[src/inc/pir_params.svh]
`ifndef PIR_PARAMS_SVH
`define PIR_PARAMS_SVH

// ****************************************
// Control byte layout
// ****************************************
`define PIR_MODE_BIT      7
`define PIR_WRITE_BIT     6
`define PIR_IDX_MSB       5
`define PIR_WRITE_MASK    8'h40

// ****************************************
// Register numbers and values
// ****************************************
`define PIR_IDX_TYPE      6'h08
`define PIR_IDX_FW        6'h09
`define PIR_IDX_KEY       6'h1F
`define PIR_IDX_FEATURE   6'h20
`define PIR_USER_BASE     6'h20
`define PIR_UNLOCK_CODE   16'h1235
`define PIR_KEY_RESET     16'h0000
`define PIR_WORD_RESET    16'h0000
`define PIR_STATUS_RESET  8'h00

`endif

[src/inc/pir_pkg.sv]
`default_nettype none
`include "pir_params.svh"

package pir_pkg;
   typedef enum logic [1:0] {
      PIR_ST_LOAD = 2'b00,
      PIR_ST_RUN  = 2'b01
   } pir_state_t;

   typedef logic [15:0] pir_word_t;
   typedef logic [5:0]  pir_idx_t;
endpackage

`default_nettype wire

[src/inc/pir_dec_if.sv]
`default_nettype none

interface pir_dec_if;
   logic [7:0] ctrl;
   logic       reg_mode;
   logic       wr;
   logic [5:0] idx;
   logic [7:0] ack;

   modport dec  (input ctrl, output reg_mode, output wr, output idx, output ack);
   modport user (output ctrl, input reg_mode, input wr, input idx, input ack);
endinterface

`default_nettype wire

[src/rtl/pir_decode.sv]
`default_nettype none
`include "pir_params.svh"

module pir_decode
   import pir_pkg::*;
(
   pir_dec_if.dec d
);
   assign d.reg_mode = d.ctrl[`PIR_MODE_BIT];
   assign d.wr       = d.reg_mode & d.ctrl[`PIR_WRITE_BIT];
   assign d.idx      = d.ctrl[`PIR_IDX_MSB:0];
   // Receipt: write clears bit 6, read echoes unchanged
   assign d.ack      = d.wr ? (d.ctrl & ~`PIR_WRITE_MASK) : d.ctrl;
endmodule // pir_decode

`default_nettype wire

[src/rtl/pir_nvstore.sv]
`default_nettype none
`include "pir_params.svh"

module pir_nvstore
   import pir_pkg::*;
#(
   parameter int DEPTH = 16,
   parameter int AW    = 4
) (
   input  wire logic          i_mclk,
   input  wire logic          i_wen,
   input  wire logic [AW-1:0] i_waddr,
   input  wire pir_word_t     i_wdata,
   input  wire logic [AW-1:0] i_raddr,
   output pir_word_t          o_rdata
);
   // ****************************************
   // Retained array
   // ****************************************
   // Deliberately no reset: content must outlive a restart
   pir_word_t mem [DEPTH];

   initial begin
      for (int i = 0; i < DEPTH; i++) begin
         mem[i] = `PIR_WORD_RESET;
      end
   end

   // Plain always: the power-up fill above writes this array too
   always @(posedge i_mclk) begin
      if (i_wen) begin
         mem[i_waddr] <= i_wdata;
      end
   end

   assign o_rdata = mem[i_raddr];
endmodule // pir_nvstore

`default_nettype wire

[src/rtl/pir_top.sv]
`default_nettype none
`include "pir_params.svh"

module pir_top
   import pir_pkg::*;
#(
   parameter int        USER_COUNT = 16,
   parameter pir_word_t TYPE_CODE  = 16'h0A5A,  // Arbitrary identity value
   parameter pir_word_t FW_VERSION = 16'h0001
) (
   input  wire logic       i_mclk,
   input  wire logic       i_resetn,
   input  wire logic       i_image_valid,
   input  wire logic [7:0] i_ctrl_byte,
   input  wire pir_word_t  i_outbound_word,
   output var  logic [7:0] o_status_byte,
   output var  pir_word_t  o_inbound_word,
   output var  logic       o_busy,
   output var  logic       o_unlocked,
   output var  pir_word_t  o_feature_active
);
   localparam int UW = (USER_COUNT > 1) ? $clog2(USER_COUNT) : 1;
   localparam logic [UW-1:0] LAST_USER = UW'(USER_COUNT - 1);

   // ****************************************
   // Decode
   // ****************************************
   function automatic logic is_user(input pir_idx_t idx);
      is_user = (idx >= `PIR_USER_BASE) &&
                ({1'b0, idx} < ({1'b0, `PIR_USER_BASE} + 7'(USER_COUNT)));
   endfunction

   function automatic logic [UW-1:0] user_off(input pir_idx_t idx);
      pir_idx_t off;
      off      = idx - `PIR_USER_BASE;
      user_off = off[UW-1:0];
   endfunction

   pir_dec_if dec_bus ();
   assign dec_bus.ctrl = i_ctrl_byte;

   pir_decode pir_decode_i (
      .d (dec_bus)
   );

   pir_state_t    state_q;
   pir_state_t    state_d;
   logic [UW-1:0] load_idx_q;
   pir_word_t     key_q;
   pir_word_t     work_q   [USER_COUNT];
   pir_word_t     active_q [USER_COUNT];
   pir_word_t     nv_rdata;

   wire running   = (state_q == PIR_ST_RUN);
   wire take      = i_image_valid & running;
   wire take_reg  = take & dec_bus.reg_mode;
   wire do_write  = take_reg & dec_bus.wr;
   wire key_hit   = (dec_bus.idx == `PIR_IDX_KEY);
   wire user_hit  = is_user(dec_bus.idx);
   wire unlocked  = (key_q == `PIR_UNLOCK_CODE);
   wire key_wr    = do_write & key_hit;
   wire user_wr   = do_write & user_hit & unlocked;
   wire [UW-1:0] wr_off = user_off(dec_bus.idx);
   wire load_last = (load_idx_q == LAST_USER);

   // ****************************************
   // Read selection
   // ****************************************
   pir_word_t rd_word;
   always_comb begin
      rd_word = `PIR_WORD_RESET;
      if (key_hit) begin
         rd_word = key_q;
      end else if (dec_bus.idx == `PIR_IDX_TYPE) begin
         rd_word = TYPE_CODE;
      end else if (dec_bus.idx == `PIR_IDX_FW) begin
         rd_word = FW_VERSION;
      end else if (user_hit) begin
         rd_word = work_q[wr_off];
      end
   end

   // ****************************************
   // Restart sequencer
   // ****************************************
   // Reload from retained store so written values act only now
   always_comb begin
      state_d = state_q;
      unique case (state_q)
         PIR_ST_LOAD: if (load_last) begin
            state_d = PIR_ST_RUN;
         end
         PIR_ST_RUN:  state_d = PIR_ST_RUN;
         default:     state_d = PIR_ST_LOAD;
      endcase
   end

   always_ff @(posedge i_mclk or negedge i_resetn) begin
      if (!i_resetn) begin
         state_q    <= PIR_ST_LOAD;
         load_idx_q <= '0;
      end else begin
         state_q    <= state_d;
         if (!running && !load_last) begin
            load_idx_q <= load_idx_q + UW'(1);
         end
      end
   end

   pir_nvstore #(
      .DEPTH (USER_COUNT),
      .AW    (UW)
   ) pir_nvstore_i (
      .i_mclk  (i_mclk),
      .i_wen   (user_wr),
      .i_waddr (wr_off),
      .i_wdata (i_outbound_word),
      .i_raddr (load_idx_q),
      .o_rdata (nv_rdata)
   );

   // ****************************************
   // User registers: working and active copy
   // ****************************************
   for (genvar g = 0; g < USER_COUNT; g++) begin : g_user
      wire load_me = !running && (load_idx_q == UW'(g));
      wire wr_me   = user_wr && (wr_off == UW'(g));

      always_ff @(posedge i_mclk or negedge i_resetn) begin
         if (!i_resetn) begin
            work_q[g] <= `PIR_WORD_RESET;
         end else if (load_me) begin
            work_q[g] <= nv_rdata;
         end else if (wr_me) begin
            work_q[g] <= i_outbound_word;
         end
      end

      // Only the restart load touches this copy
      always_ff @(posedge i_mclk or negedge i_resetn) begin
         if (!i_resetn) begin
            active_q[g] <= `PIR_WORD_RESET;
         end else if (load_me) begin
            active_q[g] <= nv_rdata;
         end
      end
   end

   // ****************************************
   // Code word
   // ****************************************
   always_ff @(posedge i_mclk or negedge i_resetn) begin
      if (!i_resetn) begin
         key_q <= `PIR_KEY_RESET;
      end else if (key_wr) begin
         key_q <= i_outbound_word;
      end
   end

   // ****************************************
   // Input image
   // ****************************************
   always_ff @(posedge i_mclk or negedge i_resetn) begin
      if (!i_resetn) begin
         o_status_byte  <= `PIR_STATUS_RESET;
         o_inbound_word <= `PIR_WORD_RESET;
      end else if (take_reg) begin
         o_status_byte <= dec_bus.ack;
         // Word left as is after a write: it carries no meaning then
         if (!dec_bus.wr) begin
            o_inbound_word <= rd_word;
         end
      end else if (take) begin
         o_status_byte  <= i_ctrl_byte;
         o_inbound_word <= `PIR_WORD_RESET;
      end
   end

   always_ff @(posedge i_mclk or negedge i_resetn) begin
      if (!i_resetn) begin
         o_busy           <= 1'b1;
         o_unlocked       <= 1'b0;
         o_feature_active <= `PIR_WORD_RESET;
      end else begin
         o_busy           <= (state_d != PIR_ST_RUN);
         o_unlocked       <= unlocked;
         o_feature_active <= active_q[user_off(`PIR_IDX_FEATURE)];
      end
   end
endmodule // pir_top

`default_nettype wire

[config.mk]
export PLATFORM = sky130hd
export DESIGN_NAME = pir_top
export DESIGN_NICKNAME = d
export VERILOG_FILES = /design/src/inc/pir_pkg.sv /design/src/inc/pir_dec_if.sv /design/src/rtl/pir_decode.sv /design/src/rtl/pir_nvstore.sv /design/src/rtl/pir_top.sv
export VERILOG_INCLUDE_DIRS = /design/src /design/src/inc
export SDC_FILE = /design/constraint.sdc
export NUM_CORES = 1
export LEC_CHECK = 0
export BUFFER_PORTS_ARGS = -buffer_cell sky130_fd_sc_hd__buf_2
export CAP_MARGIN = 25
export CORE_MARGIN = 5
export CORE_UTILIZATION = 58
export DETAILED_ROUTE_END_ITERATION = 7
export PLACE_DENSITY = 0.75
export SYNTH_ARGS = -nofsm -noshare
export SYNTH_HDL_FRONTEND = slang
export SYNTH_SLANG_ARGS = --single-unit
[constraint.sdc]
create_clock -name i_mclk -period 4.4 [get_ports i_mclk]
set_clock_uncertainty 0.2 [all_clocks]
set_input_delay 0.44 -clock i_mclk [delete_from_list [all_inputs] [get_ports i_mclk]]
set_output_delay 0.44 -clock i_mclk [all_outputs]
set_load 0.01 [all_outputs]
==> impl_summary.log <==
[metrics] share of total power in the clock network: ~44%
[metrics] crit path cell chain: nor4b_2, nand4_1, buf_4, o41ai_4, buf_4, mux2_2
[metrics] TritonCTS clock tree: done
[metrics] internal cell power: 8.88 mW
[metrics] worst path arrival time: between 3000 and 4000 ps
[metrics] CP dominant cell by count: sky130_fd_sc_hd__buf_4
[metrics] sequential fraction of the synthesis area: between 50% and 60%
[metrics] post-layout worst setup margin: approximately 1100 ps
[metrics] post-cts gate resize count: 0
[metrics] Iteration-0 DRC Markers: 2109
[metrics] gr usage total: 28.0%
[metrics] Filler Cells Inserted: 3350
[metrics] total length of routed wires: 73.4 mm
[metrics] First-pass DRT Iterations: 7
[metrics] Power Dens Cells: roughly 370 mW/mm^2
[metrics] worst setup path category: flip-flop to flip-flop
[metrics] biggest area contributors in the synthesized netlist: sky130_fd_sc_hd__dfrtp_1 (30%), sky130_fd_sc_hd__edfxtp_1 (28%), sky130_fd_sc_hd__mux2_2 (16%)
[metrics] per-instance average area after synthesis: ~15 um^2
[metrics] final number of max-transition violations: 0
[metrics] number of enable-type register cells in the synthesized netlist: 256
[metrics] synthesized flop and latch total: 592
[metrics] CTS Root Buffer Type: sky130_fd_sc_hd__clkbuf_16
[metrics] relative contribution of combinational cells to total power: under 10%
[metrics] LEAKAGE: 11.8 nW
[metrics] largest net degree at the start of global routing: ~110
[metrics] number of core rows: 80
[metrics] via count of the first global-routing pass: 17900
[metrics] top_reg_cell synth: sky130_fd_sc_hd__dfrtp_1
[metrics] # Post-CTS Setup Buffers: 0
[metrics] sort of element at the end of the critical path: flip-flop
[metrics] Yosys Warn Count: 0
[metrics] post-route cell area: 0.0309 mm^2
[metrics] CTS Buffer Depth: 3
[metrics] unrepaired setup endpoints after global routing: false
[metrics] post-CTS clock slew at the launch and capture registers of the worst setup and hold paths: 60 ps
[metrics] layout cell share with drive strength beyond 1: 39.8%
[metrics] CP bufs+invs: 2
[metrics] highest clock frequency the design can meet: 0.300 GHz
[metrics] area taken by flip-flops and latches: 0.0161 mm^2
[metrics] initial cell density of the core: between 50% and 60%
[metrics] area of the die: 0.0526 mm^2
[metrics] Layout Nets: 1960
[metrics] post-synthesis instance area: 0.0279 mm^2
[metrics] switching power summed over all nets: 2.51 mW
[metrics] commonest non-fill, non-tap cell in the layout: sky130_fd_sc_hd__mux2_2
[metrics] post-synth top area cell: sky130_fd_sc_hd__dfrtp_1
[metrics] final number of hold-violating endpoints: 0
[metrics] slowest cell on the critical path: sky130_fd_sc_hd__nand4_1
[metrics] residual overflow from global routing: 0
[metrics] CTS sink count: 592
[metrics] unique cell type count in the Yosys netlist: 58
[metrics] cell area after placement: 0.0290 mm^2
[metrics] initial antenna violation count: 1
[metrics] most frequent cells in the layout: sky130_fd_sc_hd__mux2_2 (400), sky130_fd_sc_hd__dfrtp_1 (333), sky130_fd_sc_hd__edfxtp_1 (256), sky130_fd_sc_hd__nand2_1 (145), sky130_fd_sc_hd__mux4_2 (126)
[metrics] remaining antenna violation count: 0
[metrics] time the final worst path needs with I/O delays and setup: 3340 ps
[metrics] switching portion of total power: around 22%
[metrics] routed len/inst: 28.3 um
[metrics] num ports: 69
[metrics] max_slew headroom: 36.4%
[metrics] highest fanout seen on the critical path: 24
[metrics] # port buffers: 68
[metrics] Setup violations, final: 0
[metrics] result of the run: finished, final reports clean
[metrics] Core Box Area: 0.0476 mm^2
[metrics] worst hold slack across all endpoints: 127 ps
[metrics] GP Congestion: 0.921
[metrics] Synth Net Count: 1909
[metrics] delay-heaviest family, CP: simple AND/OR/NAND/NOR gates
[metrics] type of the tightest min-delay check: input pin to flip-flop
[metrics] reported max-cap violation count: 0
[metrics] count of unresolved DRC violations after routing: 0
[metrics] width of the die: 229 um
[metrics] fin crit share: 75.9%
[metrics] Layout area overhead: 10.8%
[metrics] insertion delay of the later-clocked pin in the worst-skew pair: approximately 630 ps
[metrics] Place WS: approximately 1100 ps
[metrics] end-of-flow core utilization: roughly two thirds
[metrics] Sequential Power Share: 51.2%
[metrics] number of buffers added to fix hold violations after cts: 6
[metrics] wire length of the first global-routing pass: 113 mm
[metrics] TritonCTS buffer count: 58
[metrics] Via-to-Cell Ratio: slightly below 7
[metrics] Final HPWL DP: roughly 44 mm
[metrics] FFs w/ async S/R, synth: 56.8%
[metrics] endpoint required time on the critical path: 4690 ps
[metrics] instance count of the mapped netlist: 1878
[metrics] area taken by multi-input logic gates: 0.0111 mm^2
[metrics] critical path's largest stage delay: 620 ps
[metrics] worst slew pin tran: 954 ps
[metrics] H-tree levels: 2
[metrics] critical path launch point type: flip-flop
[metrics] Post-Route Setup TNS: 0 ps
[metrics] floorplan die height: 229 um
[metrics] Max VDD drop: 0.326 mV
[metrics] vias after detailed routing: between 15000 and 20000
[metrics] portion of synthesized cell area occupied by the leading cell type: 30.0%
## kinds of logic (layout without fill, tap and decap cells)
family,after synthesis,count (layout),share of synthesized area [%]
other,1,4,0.0134
AND/OR/NAND/NOR,349,349,6.16
AO/OA/AOI/OAI,191,191,5.47
adder cells (fa/ha/maj),4,4,0.179
buffers and inverters,179,278,2.79
multiplexers,560,560,27.6
flip-flops,592,592,57.7
XOR/XNOR,2,2,0.0628
## layout make-up
class	count	area share [%]
Antenna cell	3	0.0243
Clock buffer	79	5.15
Clock inverter	29	0.959
Inverter	20	0.243
Multi-Input combinational cell	1107	35.8
Sequential cell	592	52.1
Tap cell	615	2.49
Timing Repair Buffer	150	3.31
## registers in the layout, summed over array words and instances (netlist names)
| register | cells |
|---|---|
| active_q | 16 |
| key_q | 16 |
| load_idx_q | 4 |
| o_busy | 1 |
| o_feature_active | 16 |
| o_inbound_word | 16 |
| o_status_byte | 8 |
| o_unlocked | 1 |
| pir_nvstore_i.mem | 256 |
| state_q | 2 |
| work_q | 256 |
## cells in the mapped netlist (20+ instances only)
master	n
sky130_fd_sc_hd__nand3_1	26
sky130_fd_sc_hd__dfrtp_1	335
sky130_fd_sc_hd__or4_1	32
sky130_fd_sc_hd__nand4_1	25
sky130_fd_sc_hd__clkbuf_1	99
sky130_fd_sc_hd__mux2_2	400
sky130_fd_sc_hd__buf_2	35
sky130_fd_sc_hd__o41ai_1	32
sky130_fd_sc_hd__mux2_1	22
sky130_fd_sc_hd__nor2_1	63
sky130_fd_sc_hd__nand2_1	146
sky130_fd_sc_hd__edfxtp_1	256
sky130_fd_sc_hd__a31oi_1	66
sky130_fd_sc_hd__inv_1	20
sky130_fd_sc_hd__mux4_2	126
sky130_fd_sc_hd__o21ai_0	26
## per-stage QoR
| stage | power, mW | cells |
|---|---|---|
| after CTS | 11.5 | 2591 |
| final | 11.4 | 2595 |
| after floorplan | 6.22 | 1878 |
| after global placement | 6.50 | 2477 |
| after detailed placement | 6.51 | 2477 |
| after global routing | 11.7 | 2593 |
## tightest hold or removal path, cell delays in order
cell                      delay [ps]
sky130_fd_sc_hd__buf_4           280
sky130_fd_sc_hd__nand2_1         130
sky130_fd_sc_hd__nand2_1          50
## power by group through the flow
stage	Clock, mW	Combinational (mW)	Sequential (mW)
2_1_floorplan	0	0.289	5.93
3_3_place_gp	0	0.563	5.93
3_5_place_dp	0	0.577	5.93
4_1_cts	5.05	0.585	5.83
5_1_grt	5.29	0.634	5.82
6_report	4.97	0.592	5.83
## worst paths after layout
| kind | startpoint | to | slack, ps | depth (start not counted) |
|---|---|---|---|---|
| worst max-delay path | key_q[14] | work_q[106] | 1060 | 6 |
| worst min-delay path | i_ctrl_byte[1] | o_status_byte[1] | 130 | 3 |
| worst max register to register | key_q[14] | work_q[106] | 1060 | 6 |
| worst min register to register | active_q[242] | o_feature_active[2] | 170 | 0 |
| max in group asynchronous | i_resetn | o_busy | 2710 | 3 |
| min in group asynchronous | i_resetn | work_q[185] | 270 | 2 |
## per-layer routing
metal / share of wire (%) / vias up / GRT usage (%)
li1: - / 7384 / -
met1: 41 / 9128 / 40.7
met2: 45 / 900 / 42.0
met3: 9.6 / 147 / 6.50
met4: 3.8 / 0 / 9.92
met5: 0 / - / 0
Power figures use the tool's default switching activity.
